`config.mk`:
```
export PLATFORM = sky130hd
export DESIGN_NAME = spicf_core
export DESIGN_NICKNAME = d
export VERILOG_FILES = /design/src/shared/spicf_pkg.sv /design/src/shared/spicf_shift_if.sv /design/src/hdl/spicf_shifter.sv /design/src/hdl/spicf_core.sv
export SDC_FILE = /design/constraint.sdc
export NUM_CORES = 1
export LEC_CHECK = 0
export BUFFER_PORTS_ARGS = -buffer_cell sky130_fd_sc_hd__buf_2
export CAP_MARGIN = 30
export CORE_MARGIN = 4
export CORE_UTILIZATION = 50
export CTS_BUF_LIST = sky130_fd_sc_hd__clkbuf_4 sky130_fd_sc_hd__clkbuf_8
export DETAILED_ROUTE_END_ITERATION = 10
export PLACE_DENSITY = 0.74
export SETUP_SLACK_MARGIN = 0.2
export SLEW_MARGIN = 0
export SYNTH_ARGS = -nofsm -noshare
export SYNTH_HDL_FRONTEND = slang
export SYNTH_SLANG_ARGS = --single-unit
```
`constraint.sdc`:
```
create_clock -name clk_in -period 7.9 [get_ports clk_in]
set_clock_uncertainty 0.1 [all_clocks]
set_input_delay 1.185 -clock clk_in [delete_from_list [all_inputs] [get_ports clk_in]]
set_output_delay 1.185 -clock clk_in [all_outputs]
set_load 0.05 [all_outputs]
```
`src/shared/spicf_pkg.sv`:
```
package spicf_pkg;
	// register byte addresses
	localparam logic [4:0] ADDR_CTRL1 = 5'h00;
	localparam logic [4:0] ADDR_CTRL2 = 5'h04;
	localparam logic [4:0] ADDR_BAUD = 5'h08;
	localparam logic [4:0] ADDR_STATUS = 5'h0C;
	localparam logic [4:0] ADDR_DATA = 5'h10;
	// control one fields
	localparam int C1_LOW_FIRST = 0;
	localparam int C1_SEL_OUT = 1;
	localparam int C1_PHASE = 2;
	localparam int C1_POL = 3;
	localparam int C1_MASTER = 4;
	localparam int C1_TX_MASK = 5;
	localparam int C1_ENABLE = 6;
	localparam int C1_RX_MASK = 7;
	// control two fields
	localparam int C2_SINGLE = 0;
	localparam int C2_SINGLE_OE = 3;
	localparam int C2_FAULT_EN = 4;
	// status fields
	localparam int ST_FAULT = 4;
	localparam int ST_TX_EMPTY = 5;
	localparam int ST_RX_FULL = 7;
	// reset values, edge count per byte and response codes
	localparam logic [7:0] CTRL1_RESET = 8'h00;
	localparam logic [7:0] CTRL2_RESET = 8'h00;
	localparam logic [7:0] BAUD_RESET = 8'h04;
	localparam logic [4:0] EDGES_PER_BYTE = 5'h10;
	localparam logic [1:0] RESP_OKAY = 2'h0;
	localparam logic [1:0] RESP_SLVERR = 2'h2;
	// shifter operations
	localparam logic [2:0] OP_NONE = 3'h0;
	localparam logic [2:0] OP_LOAD = 3'h1;
	localparam logic [2:0] OP_LOAD_SHOW = 3'h2;
	localparam logic [2:0] OP_SHOW = 3'h3;
	localparam logic [2:0] OP_SAMPLE = 3'h4;
	localparam logic [2:0] OP_SHIFT = 3'h5;
	localparam logic [2:0] OP_SHIFT_DIRECT = 3'h6;
	// master sequencer states
	typedef enum logic [3:0] {
		ST_IDLE = 4'b0001,
		ST_LEAD = 4'b0010,
		ST_RUN = 4'b0100,
		ST_TRAIL = 4'b1000
	} spicf_state_t;
endpackage

```
`src/shared/spicf_shift_if.sv`:
```
`timescale 1ns/1ps
interface spicf_shift_if;
	logic [2:0] op;
	logic [7:0] load_data;
	logic serial_in;
	logic low_first;
	logic out_bit;
	logic [7:0] rx_data;
	modport core (output op, output load_data, output serial_in, output low_first,
		input out_bit, input rx_data);
	modport shifter (input op, input load_data, input serial_in, input low_first,
		output out_bit, output rx_data);
endinterface

```
`src/hdl/spicf_shifter.sv`:
```
`timescale 1ns/1ps
module spicf_shifter (
	input wire logic clk_in,
	input wire logic arst_n_in,
	spicf_shift_if.shifter sh
);
	logic [7:0] shift_reg;
	logic latch_reg;
	logic out_reg;
	logic [7:0] shifted;
	logic [7:0] shifted_direct;

	// direction of shift follows the bit order
	always_comb begin
		shifted = sh.low_first ? {latch_reg, shift_reg[7:1]} : {shift_reg[6:0], latch_reg};
		shifted_direct = sh.low_first ? {sh.serial_in, shift_reg[7:1]}
			: {shift_reg[6:0], sh.serial_in};
	end

	// shift register and sampled bit
	always_ff @(posedge clk_in or negedge arst_n_in) begin
		if (!arst_n_in) begin
			shift_reg <= 8'h00;
			latch_reg <= 1'b0;
		end else begin
			case (sh.op)
				spicf_pkg::OP_LOAD, spicf_pkg::OP_LOAD_SHOW: shift_reg <= sh.load_data;
				spicf_pkg::OP_SAMPLE: latch_reg <= sh.serial_in;
				spicf_pkg::OP_SHIFT: shift_reg <= shifted;
				spicf_pkg::OP_SHIFT_DIRECT: shift_reg <= shifted_direct;
				default: shift_reg <= shift_reg;
			endcase
		end
	end

	// output bit register: the bit leaving the shifter next
	always_ff @(posedge clk_in or negedge arst_n_in) begin
		if (!arst_n_in) begin
			out_reg <= 1'b0;
		end else begin
			case (sh.op)
				spicf_pkg::OP_LOAD_SHOW:
					out_reg <= sh.low_first ? sh.load_data[0] : sh.load_data[7];
				spicf_pkg::OP_SHOW: out_reg <= sh.low_first ? shift_reg[0] : shift_reg[7];
				spicf_pkg::OP_SHIFT: out_reg <= sh.low_first ? shift_reg[1] : shift_reg[6];
				default: out_reg <= out_reg;
			endcase
		end
	end

	assign sh.out_bit = out_reg;
	assign sh.rx_data = shift_reg;
endmodule

```
`src/hdl/spicf_core.sv`:
```
`timescale 1ns/1ps
// Operation
// - polarity bit inverts the serial clock path.
// - phase one: bit one at first edge, bit eight ends after sixteenth edge.
// - phase one: master select low half period before start, high after bit eight.
// - phase one: slave drives on select fall, first bit at first edge.
// - phase one: even edges sample, odd edges shift in and drive next bit.
// - phase zero: bit one starts at select, bit eight ends at last edge.
// - phase zero: master select low at first bit, high half period after.
// - phase zero: slave drives first bit on select fall, odd edges sample.
// - select output and fault enable in master drive select during transfers.
// - fault detection off while select output is enabled.
// - single-pin mode: master uses its out pin, slave its out pin.
// - single-pin direction bit gates driving; same pin feeds the shifter.
// - single-pin mode leaves clock and select roles unchanged.
// - fault in single-pin master moves data onto the slave pin.
// - one interrupt request from masked flags.
// - select is a fault input in master with fault enable, no select output.
// - fault sets flag, clears master, releases clock and data drivers outside single-pin mode.
// - fault flag clears after a read while set then control one write.
// - slave goes idle when select rises mid transfer.
// - master waits half a clock period after data write before clocking.
module spicf_core (
	input wire logic clk_in,
	input wire logic arst_n_in,
	input wire logic [4:0] s_axi_awaddr,
	input wire logic s_axi_awvalid,
	output logic s_axi_awready,
	input wire logic [31:0] s_axi_wdata,
	input wire logic [3:0] s_axi_wstrb,
	input wire logic s_axi_wvalid,
	output logic s_axi_wready,
	output logic [1:0] s_axi_bresp,
	output logic s_axi_bvalid,
	input wire logic s_axi_bready,
	input wire logic [4:0] s_axi_araddr,
	input wire logic s_axi_arvalid,
	output logic s_axi_arready,
	output logic [31:0] s_axi_rdata,
	output logic [1:0] s_axi_rresp,
	output logic s_axi_rvalid,
	input wire logic s_axi_rready,
	input wire logic serial_clock_pin_in,
	output logic serial_clock_pin_out,
	output logic serial_clock_pin_oe_out,
	input wire logic master_data_io_in,
	output logic master_data_io_out,
	output logic master_data_io_oe_out,
	input wire logic slave_data_io_in,
	output logic slave_data_io_out,
	output logic slave_data_io_oe_out,
	input wire logic select_n_in,
	output logic select_n_out,
	output logic select_n_oe_out,
	output logic irq_out
);
	spicf_shift_if sh ();
	spicf_shifter u_shifter (.clk_in(clk_in), .arst_n_in(arst_n_in), .sh(sh));

	logic [7:0] ctrl1_reg, ctrl2_reg, baud_reg, tx_buf_reg, rx_buf_reg;
	logic tx_empty_reg, rx_full_reg, fault_reg, fault_armed_reg, rx_armed_reg;
	logic bvalid_reg, rvalid_reg;
	logic [1:0] bresp_reg, rresp_reg;
	logic [31:0] rdata_reg;
	spicf_pkg::spicf_state_t state_reg, state_next;
	logic [7:0] div_cnt_reg;
	logic [4:0] edge_cnt_reg;
	logic sclk_lvl_reg, sel_n_reg, done_reg, slave_loaded_reg;
	logic [3:0] sync1_reg, sync2_reg;
	logic sclk_prev_reg;

	logic enable, master, pol, phase, low_first, sel_out, single, single_oe, fault_en;
	logic wr_fire, rd_fire, wr_ok, wr_ctrl1, wr_data, rd_status, rd_data;
	logic tick, fault_event, sclk_s, mosi_s, miso_s, sel_s, slave_edge, slave_active;
	logic [4:0] edge_num;
	logic [2:0] edge_action, op_next;

	assign enable = ctrl1_reg[spicf_pkg::C1_ENABLE];
	assign master = ctrl1_reg[spicf_pkg::C1_MASTER];
	assign pol = ctrl1_reg[spicf_pkg::C1_POL];
	assign phase = ctrl1_reg[spicf_pkg::C1_PHASE];
	assign low_first = ctrl1_reg[spicf_pkg::C1_LOW_FIRST];
	assign sel_out = ctrl1_reg[spicf_pkg::C1_SEL_OUT];
	assign single = ctrl2_reg[spicf_pkg::C2_SINGLE];
	assign single_oe = ctrl2_reg[spicf_pkg::C2_SINGLE_OE];
	assign fault_en = ctrl2_reg[spicf_pkg::C2_FAULT_EN];

	// pins come from another clock: two flops before any logic reads them
	logic [3:0] pins_raw;
	assign pins_raw = {select_n_in, slave_data_io_in, master_data_io_in, serial_clock_pin_in};
	genvar gi;
	generate
		for (gi = 0; gi < 4; gi++) begin : g_sync
			always_ff @(posedge clk_in or negedge arst_n_in) begin
				if (!arst_n_in) begin
					sync1_reg[gi] <= 1'b1;
					sync2_reg[gi] <= 1'b1;
				end else begin
					sync1_reg[gi] <= pins_raw[gi];
					sync2_reg[gi] <= sync1_reg[gi];
				end
			end
		end
	endgenerate
	assign sclk_s = sync2_reg[0];
	assign mosi_s = sync2_reg[1];
	assign miso_s = sync2_reg[2];
	assign sel_s = sync2_reg[3];

	// axi4-lite handshakes: a write is taken only with address and data together
	assign wr_fire = s_axi_awvalid && s_axi_wvalid && !bvalid_reg;
	assign s_axi_awready = wr_fire;
	assign s_axi_wready = wr_fire;
	assign rd_fire = s_axi_arvalid && !rvalid_reg;
	assign s_axi_arready = rd_fire;
	assign wr_ok = wr_fire && s_axi_wstrb[0];
	assign wr_ctrl1 = wr_ok && s_axi_awaddr == spicf_pkg::ADDR_CTRL1;
	assign wr_data = wr_ok && s_axi_awaddr == spicf_pkg::ADDR_DATA;
	assign rd_status = rd_fire && s_axi_araddr == spicf_pkg::ADDR_STATUS;
	assign rd_data = rd_fire && s_axi_araddr == spicf_pkg::ADDR_DATA;

	// fault: select low while it is the fault input
	assign fault_event = enable && master && fault_en && !sel_out && !sel_s;

	// write response channel
	always_ff @(posedge clk_in or negedge arst_n_in) begin
		if (!arst_n_in) begin
			bvalid_reg <= 1'b0;
			bresp_reg <= spicf_pkg::RESP_OKAY;
		end else if (wr_fire) begin
			bvalid_reg <= 1'b1;
			bresp_reg <= (s_axi_awaddr == spicf_pkg::ADDR_STATUS || s_axi_awaddr > spicf_pkg::ADDR_DATA)
				? spicf_pkg::RESP_SLVERR : spicf_pkg::RESP_OKAY;
		end else if (s_axi_bready) begin
			bvalid_reg <= 1'b0;
		end
	end
	assign s_axi_bvalid = bvalid_reg;
	assign s_axi_bresp = bresp_reg;

	// read channel, data from a register
	always_ff @(posedge clk_in or negedge arst_n_in) begin
		if (!arst_n_in) begin
			rvalid_reg <= 1'b0;
			rdata_reg <= 32'h0000_0000;
			rresp_reg <= spicf_pkg::RESP_OKAY;
		end else if (rd_fire) begin
			rvalid_reg <= 1'b1;
			rresp_reg <= spicf_pkg::RESP_OKAY;
			case (s_axi_araddr)
				spicf_pkg::ADDR_CTRL1: rdata_reg <= {24'h00_0000, ctrl1_reg};
				spicf_pkg::ADDR_CTRL2: rdata_reg <= {24'h00_0000, ctrl2_reg};
				spicf_pkg::ADDR_BAUD: rdata_reg <= {24'h00_0000, baud_reg};
				spicf_pkg::ADDR_STATUS: rdata_reg <= {24'h00_0000, rx_full_reg, 1'b0,
					tx_empty_reg, fault_reg, 4'h0};
				spicf_pkg::ADDR_DATA: rdata_reg <= {24'h00_0000, rx_buf_reg};
				default: begin
					rdata_reg <= 32'h0000_0000;
					rresp_reg <= spicf_pkg::RESP_SLVERR;
				end
			endcase
		end else if (s_axi_rready) begin
			rvalid_reg <= 1'b0;
		end
	end
	assign s_axi_rvalid = rvalid_reg;
	assign s_axi_rdata = rdata_reg;
	assign s_axi_rresp = rresp_reg;

	// control registers; a fault drops master mode and wins over the write
	always_ff @(posedge clk_in or negedge arst_n_in) begin
		if (!arst_n_in) begin
			ctrl1_reg <= spicf_pkg::CTRL1_RESET;
			ctrl2_reg <= spicf_pkg::CTRL2_RESET;
			baud_reg <= spicf_pkg::BAUD_RESET;
		end else begin
			if (wr_ctrl1) ctrl1_reg <= s_axi_wdata[7:0];
			if (fault_event) ctrl1_reg[spicf_pkg::C1_MASTER] <= 1'b0;
			if (wr_ok && s_axi_awaddr == spicf_pkg::ADDR_CTRL2) ctrl2_reg <= s_axi_wdata[7:0];
			if (wr_ok && s_axi_awaddr == spicf_pkg::ADDR_BAUD) begin
				baud_reg <= (s_axi_wdata[7:0] == 8'h00) ? 8'h01 : s_axi_wdata[7:0];
			end
		end
	end

	// fault flag: read while set arms, a later control one write clears; set wins
	always_ff @(posedge clk_in or negedge arst_n_in) begin
		if (!arst_n_in) begin
			fault_reg <= 1'b0;
			fault_armed_reg <= 1'b0;
		end else if (fault_event) begin
			fault_reg <= 1'b1;
			fault_armed_reg <= 1'b0;
		end else begin
			if (wr_ctrl1 && fault_armed_reg) fault_reg <= 1'b0;
			if (wr_ctrl1) fault_armed_reg <= 1'b0;
			else if (rd_status && fault_reg) fault_armed_reg <= 1'b1;
		end
	end

	// buffers: receive full clears by status read then data read; a completion wins over the clear
	always_ff @(posedge clk_in or negedge arst_n_in) begin
		if (!arst_n_in) begin
			tx_buf_reg <= 8'h00;
			tx_empty_reg <= 1'b1;
			rx_buf_reg <= 8'h00;
			rx_full_reg <= 1'b0;
			rx_armed_reg <= 1'b0;
		end else begin
			if (wr_data) begin
				tx_buf_reg <= s_axi_wdata[7:0];
				tx_empty_reg <= 1'b0;
			end else if (op_next == spicf_pkg::OP_LOAD || op_next == spicf_pkg::OP_LOAD_SHOW) begin
				tx_empty_reg <= 1'b1;
			end
			if (done_reg) begin
				rx_full_reg <= 1'b1;
				rx_armed_reg <= 1'b0;
				if (!rx_full_reg) rx_buf_reg <= sh.rx_data; // overrun keeps the old byte
			end else if (rd_data && rx_armed_reg) begin
				rx_full_reg <= 1'b0;
				rx_armed_reg <= 1'b0;
			end else if (rd_status && rx_full_reg) begin
				rx_armed_reg <= 1'b1;
			end
		end
	end

	// master half-period divider; runs only during a transfer
	assign tick = state_reg != spicf_pkg::ST_IDLE && div_cnt_reg == baud_reg - 8'h01;
	always_ff @(posedge clk_in or negedge arst_n_in) begin
		if (!arst_n_in) begin
			div_cnt_reg <= 8'h00;
		end else if (state_reg == spicf_pkg::ST_IDLE || tick) begin
			div_cnt_reg <= 8'h00;
		end else begin
			div_cnt_reg <= div_cnt_reg + 8'h01;
		end
	end

	// edge action: phase zero samples odd edges, phase one samples even ones
	assign edge_num = edge_cnt_reg + 5'h01;
	always_comb begin
		if (!phase) begin
			edge_action = edge_num[0] ? spicf_pkg::OP_SAMPLE : spicf_pkg::OP_SHIFT;
		end else if (edge_num == 5'h01) begin
			edge_action = spicf_pkg::OP_SHOW;
		end else if (edge_num == spicf_pkg::EDGES_PER_BYTE) begin
			edge_action = spicf_pkg::OP_SHIFT_DIRECT;
		end else begin
			edge_action = edge_num[0] ? spicf_pkg::OP_SHIFT : spicf_pkg::OP_SAMPLE;
		end
	end

	// slave clock edges count only while selected
	assign slave_edge = sclk_s != sclk_prev_reg;
	assign slave_active = enable && !master && !sel_s;

	// master sequencer
	always_comb begin
		state_next = state_reg;
		case (state_reg)
			spicf_pkg::ST_IDLE:
				if (enable && master && !tx_empty_reg && !fault_event) state_next = spicf_pkg::ST_LEAD;
			spicf_pkg::ST_LEAD:
				if (tick) state_next = spicf_pkg::ST_RUN;
			spicf_pkg::ST_RUN:
				if (tick && edge_num == spicf_pkg::EDGES_PER_BYTE) state_next = spicf_pkg::ST_TRAIL;
			spicf_pkg::ST_TRAIL:
				if (tick) state_next = spicf_pkg::ST_IDLE;
			default: state_next = spicf_pkg::ST_IDLE;
		endcase
		if (fault_event || !enable || !master) state_next = spicf_pkg::ST_IDLE;
	end

	always_ff @(posedge clk_in or negedge arst_n_in) begin
		if (!arst_n_in) state_reg <= spicf_pkg::ST_IDLE;
		else state_reg <= state_next;
	end

	// shifter operation for this cycle
	always_comb begin
		op_next = spicf_pkg::OP_NONE;
		if (master) begin
			if (state_reg == spicf_pkg::ST_IDLE && state_next == spicf_pkg::ST_LEAD) begin
				op_next = phase ? spicf_pkg::OP_LOAD : spicf_pkg::OP_LOAD_SHOW;
			end else if (state_reg == spicf_pkg::ST_RUN && tick) begin
				op_next = edge_action;
			end
		end else if (slave_active) begin
			if (!slave_loaded_reg) begin
				op_next = phase ? spicf_pkg::OP_LOAD : spicf_pkg::OP_LOAD_SHOW;
			end else if (slave_edge) begin
				op_next = edge_action;
			end
		end
	end
	assign sh.op = op_next;
	assign sh.load_data = tx_buf_reg;
	assign sh.low_first = low_first;
	// single pin: the driven pin also feeds the shifter
	assign sh.serial_in = (master ^ single) ? miso_s : mosi_s;

	// edge counter, clock level and completion pulse
	always_ff @(posedge clk_in or negedge arst_n_in) begin
		if (!arst_n_in) begin
			edge_cnt_reg <= 5'h00;
			sclk_lvl_reg <= 1'b0;
			done_reg <= 1'b0;
			slave_loaded_reg <= 1'b0;
			sclk_prev_reg <= 1'b0;
		end else begin
			sclk_prev_reg <= sclk_s;
			done_reg <= 1'b0;
			if (master) begin
				slave_loaded_reg <= 1'b0;
				if (state_reg == spicf_pkg::ST_RUN && tick) begin
					sclk_lvl_reg <= !sclk_lvl_reg;
					edge_cnt_reg <= edge_num;
				end else if (state_reg == spicf_pkg::ST_TRAIL && tick) begin
					done_reg <= 1'b1;
					edge_cnt_reg <= 5'h00;
				end else if (state_reg == spicf_pkg::ST_IDLE) begin
					edge_cnt_reg <= 5'h00;
					sclk_lvl_reg <= 1'b0;
				end
			end else if (!slave_active) begin
				edge_cnt_reg <= 5'h00;
				slave_loaded_reg <= 1'b0;
				sclk_lvl_reg <= 1'b0;
			end else if (!slave_loaded_reg) begin
				slave_loaded_reg <= 1'b1;
			end else if (slave_edge) begin
				if (edge_num == spicf_pkg::EDGES_PER_BYTE) begin
					edge_cnt_reg <= 5'h00;
					done_reg <= 1'b1;
					slave_loaded_reg <= 1'b0; // reload, select may stay low
				end else begin
					edge_cnt_reg <= edge_num;
				end
			end
			// an abort must not leave the clock level or the count mid-byte
			if (state_next == spicf_pkg::ST_IDLE) begin
				sclk_lvl_reg <= 1'b0;
				if (master) edge_cnt_reg <= 5'h00;
			end
		end
	end

	// automatic select: low from lead-in through trail
	always_ff @(posedge clk_in or negedge arst_n_in) begin
		if (!arst_n_in) sel_n_reg <= 1'b1;
		else sel_n_reg <= state_next == spicf_pkg::ST_IDLE;
	end

	// pin drivers; a fault leaves master mode so the master drivers drop
	assign serial_clock_pin_out = sclk_lvl_reg ^ pol;
	assign serial_clock_pin_oe_out = enable && master;
	assign master_data_io_out = sh.out_bit;
	assign master_data_io_oe_out = enable && master && (!single || single_oe);
	assign slave_data_io_out = sh.out_bit;
	assign slave_data_io_oe_out = slave_active && (single ? single_oe : !fault_reg);
	assign select_n_out = sel_n_reg;
	assign select_n_oe_out = enable && master && sel_out && fault_en;
	assign irq_out = (ctrl1_reg[spicf_pkg::C1_RX_MASK] && (rx_full_reg || fault_reg))
		|| (ctrl1_reg[spicf_pkg::C1_TX_MASK] && tx_empty_reg);

	// checks
	sclk_rest_a: assert property (@(posedge clk_in) disable iff (!arst_n_in)
		state_reg == spicf_pkg::ST_IDLE |-> serial_clock_pin_out == pol)
		else $error("serial clock not at rest level");
	irq_gate_a: assert property (@(posedge clk_in) disable iff (!arst_n_in)
		(fault_reg && ctrl1_reg[spicf_pkg::C1_RX_MASK]) |-> irq_out)
		else $error("masked fault did not raise irq");
	fault_take_a: assert property (@(posedge clk_in) disable iff (!arst_n_in)
		fault_event |=> fault_reg && !master && !serial_clock_pin_oe_out && !master_data_io_oe_out)
		else $error("fault did not leave master mode");
	fault_off_a: assert property (@(posedge clk_in) disable iff (!arst_n_in)
		sel_out |=> !$rose(fault_reg))
		else $error("fault seen with select output on");
	fault_clear_a: assert property (@(posedge clk_in) disable iff (!arst_n_in)
		$fell(fault_reg) |-> $past(wr_ctrl1) && $past(fault_armed_reg))
		else $error("fault flag cleared without read then write");
	slave_idle_a: assert property (@(posedge clk_in) disable iff (!arst_n_in)
		(!master && sel_s) |=> edge_cnt_reg == 5'h00 && !done_reg)
		else $error("slave not idle while deselected");
	lead_wait_a: assert property (@(posedge clk_in) disable iff (!arst_n_in)
		$rose(state_reg == spicf_pkg::ST_LEAD) |-> !sclk_lvl_reg throughout
			(state_reg == spicf_pkg::ST_LEAD) [*1])
		else $error("clock moved during lead-in");
	sel_low_a: assert property (@(posedge clk_in) disable iff (!arst_n_in)
		state_reg == spicf_pkg::ST_RUN |-> !select_n_out)
		else $error("select high during clocking");
	single_pin_a: assert property (@(posedge clk_in) disable iff (!arst_n_in)
		(single && master) |-> !slave_data_io_oe_out)
		else $error("unused data pin driven");
	edge_total_a: assert property (@(posedge clk_in) disable iff (!arst_n_in)
		$rose(state_reg == spicf_pkg::ST_TRAIL) |-> edge_cnt_reg == spicf_pkg::EDGES_PER_BYTE)
		else $error("wrong edge count per byte");
	master_done_c: cover property (@(posedge clk_in) disable iff (!arst_n_in)
		master && done_reg);
	slave_done_c: cover property (@(posedge clk_in) disable iff (!arst_n_in)
		!master && done_reg);
	fault_c: cover property (@(posedge clk_in) disable iff (!arst_n_in) fault_event);
endmodule

```
* After elaboration in Yosys (flattened, before gate mapping)
Cells that the tools add are included.
Word-level totals: logic and storage cells 217, bits of input ports 57, output and inout port bits 50, register bits after elaboration 123
Operators by class: equality and inequality tests 28, magnitude comparators 1, muxes and demuxes 78, bitwise gates (word level) 3, $add $sub $neg 3, reductions and logical operators 69
Operators by type and width (number):
- $mux 5 | 11
- $mux 1 | 42
- $pmux 8 s5 | 1
- $logic_and 1x1->1 | 33
- $mux 8 | 4
- $mux 3 | 9
- $pmux 8 s3 | 1
- $eq 5x4->1 const B | 4
- $mux 4 | 5
- $pmux 4 s4 | 1
- $eq 5x5->1 const B | 3
- $reduce_bool 2->1 | 6
- $reduce_bool 3->1 | 4
- $logic_not 1->1 | 11
- $eq 5x3->1 const B | 2
- $logic_not 5->1 | 2
- $eq 3x3->1 const B | 3
- $add 8x1->8 const B | 1
- $eq 4x1->1 const B | 2
- $eq 4x2->1 const B | 2
- $eq 8x8->1 | 1
- $logic_not 8->1 | 1
- $logic_or 1x1->1 | 8
- $ne 4x1->1 const B | 2
- other kinds (19) | 23

* Longest topological paths before layout
Gate-level depths: netlist of run 1.
depth after elaboration 17, gate-level depth with buffers 12, depth with buffers taken out 10

* Modules after synthesis
Synthesis of run 1 repeated with hierarchy kept, for this count alone.
Unflattened totals: cell total of the unflattened synthesis 516, area total of the unflattened synthesis 5430.2 um^2
Modules (own cells, without submodules):
- spicf_core | times used 1, cells each 447, area an instance 4657.0 um^2, sequential area each 2192.1 um^2
- spicf_shifter | times used 1, cells each 69, area an instance 773.2 um^2, sequential area each 250.2 um^2

* Worst setup path after synthesis of run 1
OpenSTA, ideal clock, no wires.
kind input to register, start point input s_axi_awvalid, end point register ctrl2_reg[0], stages on the path 5, required time 7.675 ns, slack 4.532 ns, arrival 3.143 ns, buffers on the path 0, setup time 0.125 ns, cells stage by stage nand3_1 -> inv_1 -> nand2_1 -> nor4_1 -> mux2_2
Between the ends: cells in the longest elaborated chain, start to end 4
Ends and longest elaborated chain:
- start: declaration | RTL line spicf_core.sv:27 | input wire logic s_axi_awvalid,
- $logic_and 1x1->1 (2 in a row) | RTL line spicf_core.sv:111 | assign wr_fire = s_axi_awvalid && s_axi_wvalid && !bvalid_reg;
- net s_axi_awready | RTL line spicf_core.sv:28 | output logic s_axi_awready,
- $logic_and 1x1->1 | RTL line spicf_core.sv:116 | assign wr_ok = wr_fire && s_axi_wstrb[0];
- $logic_and 1x1->1 | RTL line spicf_core.sv:179 | if (wr_ok && s_axi_awaddr == spicf_pkg::ADDR_CTRL2) ctrl2_reg <= s_axi_wdata[7:0];
- end signal: assignment | RTL line spicf_core.sv:174 | ctrl2_reg <= spicf_pkg::CTRL2_RESET;
- end signal: assignment | RTL line spicf_core.sv:179
- end: declaration | RTL line spicf_core.sv:60 | logic [7:0] ctrl1_reg, ctrl2_reg, baud_reg, tx_buf_reg, rx_buf_reg;
The timed path passes the listed nets, and every way through them passes these cells. A chain may end at the register's enable or synchronous reset.

* Final worst setup path of run 1
start point register baud_reg[0], end point register u_shifter.latch_reg
Between the ends: cells in the longest elaborated chain, start to end 12, elaborated cells on any way between the ends 16, classes of those cells add/sub (1); eq/ne (3); mux (8); reduce/logical (4)
Ends and longest elaborated chain:
- start: declaration | RTL line spicf_core.sv:60
- start signal: assignment | RTL line spicf_core.sv:175 | baud_reg <= spicf_pkg::BAUD_RESET;
- start signal: assignment | RTL line spicf_core.sv:181 | baud_reg <= (s_axi_wdata[7:0] == 8'h00) ? 8'h01 : s_axi_wdata[7:0];
- $sub 8x1->8 (*) | RTL line spicf_core.sv:230 | assign tick = state_reg != spicf_pkg::ST_IDLE && div_cnt_reg == baud_reg - 8'h01;
- $eq 8x8->1 (*) | RTL line spicf_core.sv:230
- $logic_and 1x1->1 (*) | RTL line spicf_core.sv:230
- $logic_and 1x1->1 | RTL line spicf_core.sv:268 | if (tick && edge_num == spicf_pkg::EDGES_PER_BYTE) state_next = spicf_pkg::ST_TRAIL;
- $mux 4 | RTL line spicf_core.sv:268
- $pmux 4 s4 | RTL line spicf_core.sv:262 | case (state_reg)
- $mux 4 | RTL line spicf_core.sv:273 | if (fault_event || !enable || !master) state_next = spicf_pkg::ST_IDLE;
- $eq 4x2->1 | RTL line spicf_core.sv:285 | if (state_reg == spicf_pkg::ST_IDLE && state_next == spicf_pkg::ST_LEAD) begin
- $logic_and 1x1->1 | RTL line spicf_core.sv:285
- $mux 3 (*) | RTL line spicf_core.sv:285
- $mux 3 (*) | RTL line spicf_core.sv:284 | if (master) begin
- $eq 3x3->1 (*) | RTL line spicf_shifter.sv:26 | case (sh.op)
- end signal: assignment | RTL line spicf_shifter.sv:28 | spicf_pkg::OP_SAMPLE: latch_reg <= sh.serial_in;
- end: declaration | RTL line spicf_shifter.sv:8 | logic latch_reg;
Mark *: on every way between the ends. The rest lies on a longest branch, timed or not.

==> results.md, run 1 <==
* Net Sw Frac at 0.3040
* Register area share after synthesis at 0.4527
* RSZ-0062 raised after global routing: false
* Most Crowded Layer GR: met2
* TritonCTS buffer count at 9
* Largest net degree at the start of global routing at 75
* Final slew viol count at 0
* Via density per instance at 5.797
* Core area at 0.01042 mm^2
* Worst Hold Class: register to register
* Slowest stage delay, CP at 0.58 ns
* Worst Tran Pin Value at 1.011 ns
* Critical-path cell list: or4_4, o21bai_1, a31o_1, nor4_2, buf_4, a21oi_2, or2_1, nor3_1, mux2_1
* CTS H-tree depth at 3
* Detailed Route Iter0 Violations at 260
* Post-CTS Setup Inserts at 0
* N_diodes at 0
* Pre-antenna DRT Iters at 5
* Most frequent cells in the layout: 85 x dfrtp_1, 61 x nand2_1, 52 x buf_2
* Routed Antenna Nets at 0
* GRT Util Overall at 0.2037
* Crit Path Class: register to register
* Initial antenna violation count at 0
* Port Buffers at 53
* Seq. cell area at 0.002442 mm^2
* Logic pwr share at 0.155
* Yosys reg bits at 97
* Crit end category: register
* Clock transition at the registers of the reported paths at 0.09 ns
* GR Util met3 at 0.02880
* First-pass GRT wire length at 20510 um
* Met2 usage at 0.3213
* Sinks on Clock Net at 97
* WL/cell at 16.96 um
* Met1 usage at 0.2846
* CP delay by family, top: simple AND/OR/NAND/NOR gates
* Hold Buf Count CTS at 0
* CTS max path bufs at 2
* Status: finished, final reports clean
* Cell Int Power at 0.7385 mW
* CP required at 8.05 ns
* Pwr/cell area at 180.7 mW/mm^2
* Syn avg cell area at 9.792 um^2
* Die span in y at 111.9 um
* Final Hold Viols at 0
* IO Count at 107
* CP max-delay cell: or4_4
* Drt total wl at 12450 um
* Tot Pwr at 1.061 mW
* Die area at 0.01252 mm^2
* Post-Syn Area at 0.005395 mm^2
* CTS tree: done
* Post-synth EDFFs at 0
* Post-synthesis cell type count at 71
* Clock insertion delay at the later pin of the skew report at 0.37 ns
* Fmax achieved at 0.2902 GHz
* Crit-path max FO at 12
* Fraction of layout cells with a size suffix above 1 at 0.2324
* Maximum vdd drop at 0.1108 mV
* Max cap viols at 0
* Layout area overhead at 8.813%
* Slew HR at 0.3245
* Initial Util at 0.5180
* Yosys warns at 0
* Clk pwr share at 0.321
* CP startpoint kind: register
* Die X at 111.9 um
* Most common cell after layout, fill and taps aside: dfrtp_1
* WP buf/inv at 1
* Leak at 2.737 nW
* Top_reg_cell synth: dfrtp_1
* Final critical-path required period at 3.446 ns
* RePlAce Congestion at 0.8607
* DR DRC count at 0
* Global route overflow at 0
* WP data arrival at 3.60 ns
* Fillers at 906
* Row cnt at 37
* Post-DP HPWL at 9214 um
* Sw power at 0.3225 mW
* Synth Instances at 551
* Root buffer cell: clkbuf_8
* Register share of total power at 0.523
* Multi-input logic area at 0.002679 mm^2
* Setup TNS at 0 ns
* Part of the cycle the worst path needs at 0.4362
* Ys async rst share at 1.000
* Vias at 4255
* Vias in the first global route at 4025
* Endpoints failing setup at 0
* NumNets Final at 655
* Resized Gates After CTS at 0
-- final timing paths --
path	start	end	slack, ns	depth (start not counted)
worst min-delay path	sync1_reg[3]	sel_s	0.26	0
worst max-delay path	baud_reg[0]	u_shifter.latch_reg	4.45	9
worst min register to register	sync1_reg[3]	sel_s	0.26	0
max in group asynchronous	arst_n_in	sclk_prev_reg	5.90	2
min in group asynchronous	arst_n_in	baud_reg[5]	0.60	1
worst max register to register	baud_reg[0]	u_shifter.latch_reg	4.45	9
-- power groups by stage --
stage | Combinational [mW] | Sequential, mW | Clock (mW)
final | 0.165 | 0.555 | 0.341
after detailed placement | 0.164 | 0.564 | 0
after floorplan | 0.124 | 0.561 | 0
after global placement | 0.160 | 0.563 | 0
after global routing | 0.180 | 0.559 | 0.370
after CTS | 0.165 | 0.555 | 0.352
-- per-layer routing --
metal / vias to the layer above / wire, um
li1: 1997 / -
met1: 2098 / 5722
met2: 142 / 5718
met3: 18 / 718
met4: 0 / 289
met5: - / 0
-- area by class of cell --
type / instances / area share
Tap cell: 136 / 0.02899
Clock inverter: 5 / 0.01066
Clock buffer: 11 / 0.02579
Inverter: 18 / 0.01151
Sequential cell: 97 / 0.4160
Multi-Input combinational cell: 410 / 0.4563
Timing Repair Buffer: 57 / 0.05072
-- stage by stage --
step	hold slack [ns]	util	std cells	setup slack (ns)	area [um^2]
after floorplan	0.2452	-	576	4.532	5489
after detailed placement	0.2468	0.5423	717	4.488	5649
after CTS	0.2598	0.5629	733	4.473	5863
after global routing	0.2640	0.5636	734	4.319	5871
final	0.2582	0.5636	734	4.454	5871
after global placement	0.2456	0.5423	717	4.613	5649
-- kinds of logic after synthesis --
family          after synthesis  synth area share
simple gates                189            0.1749
buf+inv                      69           0.07050
flops                        97            0.4527
compound gates              112            0.1410
other cells                   1         0.0006951
mux                          58            0.1162
xor+xnor                     20           0.03247
fa+ha+maj                     5           0.01160
-- cells in the mapped netlist (all sizes together), types with 6 or more instances --
master / n / area (um^2)
a21oi: 24 / 127.6
a221oi: 10 / 87.58
and3: 10 / 62.56
buf: 36 / 256.5
clkbuf: 15 / 56.30
dfrtp: 85 / 2127
dfstp: 12 / 315.3
inv: 18 / 67.56
mux2: 37 / 416.7
mux2i: 21 / 210.2
nand2: 61 / 229.0
nand3: 17 / 85.08
nor2: 38 / 142.6
nor2b: 6 / 37.54
nor3: 16 / 80.08
nor4: 10 / 68.81
o21ai: 39 / 214.0
xnor2: 7 / 61.31
xor2: 13 / 113.9
Power figures use the tool's default switching activity.
==> run 2, diff against run 1 <==
==> constraint.sdc (replaced) <==
create_clock -name clk_in -period 3.6 [get_ports clk_in]
set_clock_uncertainty 0.1 [all_clocks]
set_input_delay 0.54 -clock clk_in [delete_from_list [all_inputs] [get_ports clk_in]]
set_output_delay 0.54 -clock clk_in [all_outputs]
set_load 0.05 [all_outputs]
==> results.md, run 2 (synthesis results as in run 1) <==
* Status: finished, final reports clean
* Crit Path Class: register to register
* TritonCTS buffer count at 9 (unchanged)
* Worst reg2reg setup slack at 0.41 ns (-4.05 ns)
* Core Util, Final at 0.5655 (+0.001922)
* Worst r2r src: baud_reg[0]
* Multi-input logic area at 0.002686 mm^2 (+0.28%)
* Hold WS at 0.03459 ns (-0.2237 ns)
* DR DRC count at 0 (unchanged)
* Crit path from: baud_reg[0]
* Largest net degree at the start of global routing at 43 (-43%)
* Root buffer cell: clkbuf_8
* Final Hold Viols at 0 (unchanged)
* Clock transition at the registers of the reported paths at 0.10 ns (about the same)
* Crit end category: register
* Final Instance Area at 0.005891 mm^2 (+0.34%)
* CP startpoint kind: register
* CP required at 3.81 ns (-4.24 ns)
* Worst Hold Class: input port to asynchronous set/reset pin
* Port Buffers at 53 (unchanged)
* Most common cell after layout, fill and taps aside: dfrtp_1
* RR Endpoint: u_shifter.sh.rx_data[7]
* Maximum vdd drop at 0.2365 mV (+110%)
* Seq. cell area at 0.002442 mm^2 (unchanged)
* Vias at 4246 (-0.21%)
* CP max-delay cell: or4_1
* Critical-path cell list: or4_4, o21bai_1, a31o_1, or4_1, buf_4, nor4_1, nor3_1, mux2i_1, o31a_1
* RePlAce Congestion at 0.8798 (+2.2%)
* Crit-path max FO at 5 (-7)
* IO Count at 107 (unchanged)
* Setup TNS at 0 ns (unchanged)
* Most frequent cells in the layout: 85 x dfrtp_1, 61 x nand2_1, 52 x buf_2
* Initial Util at 0.5180 (unchanged)
* Row cnt at 37 (unchanged)
* CTS H-tree depth at 3 (unchanged)
* R2R cell count at 9 (unchanged)
* Via density per instance at 5.730 (-1.2%)
* CP delay by family, top: simple AND/OR/NAND/NOR gates
* Tot Pwr at 2.240 mW (+110%)
* Part of the cycle the worst path needs at 0.8870 (+0.4508)
* Vias in the first global route at 3950 (-1.9%)
* Die X at 111.9 um (unchanged)
* Detailed Route Iter0 Violations at 280 (+7.7%)
* Global route overflow at 0 (unchanged)
* NumNets Final at 662 (+1.1%)
* Placed Area at 0.005709 mm^2 (+1.1%)
* Core area at 0.01042 mm^2 (unchanged)
* Die area at 0.01252 mm^2 (unchanged)
* Slowest stage delay, CP at 0.69 ns (+0.11 ns)
* Final critical-path required period at 3.193 ns (-0.2530 ns)
* CP endpoint: u_shifter.sh.rx_data[7]
* Drt total wl at 12480 um (+0.27%)
* Fmax achieved at 0.3132 GHz (+7.9%)
* Clock insertion delay at the later pin of the skew report at 0.37 ns (about the same)
* Pre-antenna DRT Iters at 5 (unchanged)
* Fraction of layout cells with a size suffix above 1 at 0.2413 (+0.008881)
* Final slew viol count at 0 (unchanged)
* CTS max path bufs at 2 (unchanged)
* Endpoints failing setup at 0 (unchanged)
* GRT Util Overall at 0.2009 (-0.002788)
* RSZ-0062 raised after global routing: false
* Initial antenna violation count at 0 (unchanged)
* First-pass GRT wire length at 20310 um (-0.97%)
* Slew HR at 0.5817 (+0.2572)
* Routed Antenna Nets at 0 (unchanged)
* N_diodes at 0 (unchanged)
* Fillers at 924 (+2.0%)
* Sinks on Clock Net at 97 (unchanged)
* Worst Tran Pin Value at 0.6251 ns (-0.3855 ns)
* Layout area overhead at 9.184%
* WL/cell at 16.84 um (-0.68%)
* WP data arrival at 3.41 ns (-0.19 ns)
* Max cap viols at 0 (unchanged)
* Hold Buf Count CTS at 0 (unchanged)
* Pwr/cell area at 380.3 mW/mm^2 (+110%)
* Crit path depth at 9 (unchanged)
* WP buf/inv at 1 (unchanged)
* Post-DP HPWL at 9341 um (+1.4%)
* CTS tree: done
* Leak at 2.756 nW (+0.69%)
* Die span in y at 111.9 um (unchanged)
## run 2: metal layers
layer,wire (um),track usage
met4,229,0.07380
met2,5577,0.3006
met5,0,0
met3,809,0.03152
met1,5865,0.2956
## run 2: how the worst min path moves through the flow
| stage | to |
|---|---|
| 3_3_place_gp | sel_s |
| 5_1_grt | ctrl2_reg[0] |
| 2_1_floorplan | baud_reg[0] |
| 6_report | sh.load_data[1] |
| 4_1_cts | sh.load_data[1] |
| 3_5_place_dp | mosi_s |
## run 2: timing repair
item,in CTS,in global routing
setup endpoints to repair,0,5
buffers inserted,0,0
gates resized for setup,0,1
## run 2: metrics by stage
step	setup WS [ns]	cells
after floorplan	0.7014	576
after global placement	0.4453	725
after CTS	0.3976	741
after global routing	0.2341	741
after detailed placement	0.4230	725
final	0.4069	741
## run 2: final cells by class
class	count	area share
inverter	18	0.01147
clock buffer	10	0.02230
tap	136	0.02889
sequential	97	0.4146
clock inverter	6	0.007222
multi-input combinational	410	0.4560
timing repair buffer	64	0.05947
## run 2: power breakdown
| group | total, mW | leakage (nW) | internal [mW] | switching [mW] |
|---|---|---|---|---|
| sequential | 1.22 | 1.28 | 1.15 | 0.0701 |
| combinational | 0.372 | 1.39 | 0.115 | 0.258 |
| clock | 0.649 | 0.0861 | 0.260 | 0.388 |
## run 2: worst reg2reg max path: cells and delay by family, from the launching register on
kind | cells | cell delay, ns
compound gates | 3 | 0.56
buf+inv | 1 | 0.24
mux | 1 | 0.13
simple gates | 4 | 1.66
flops | 1 | 0.45
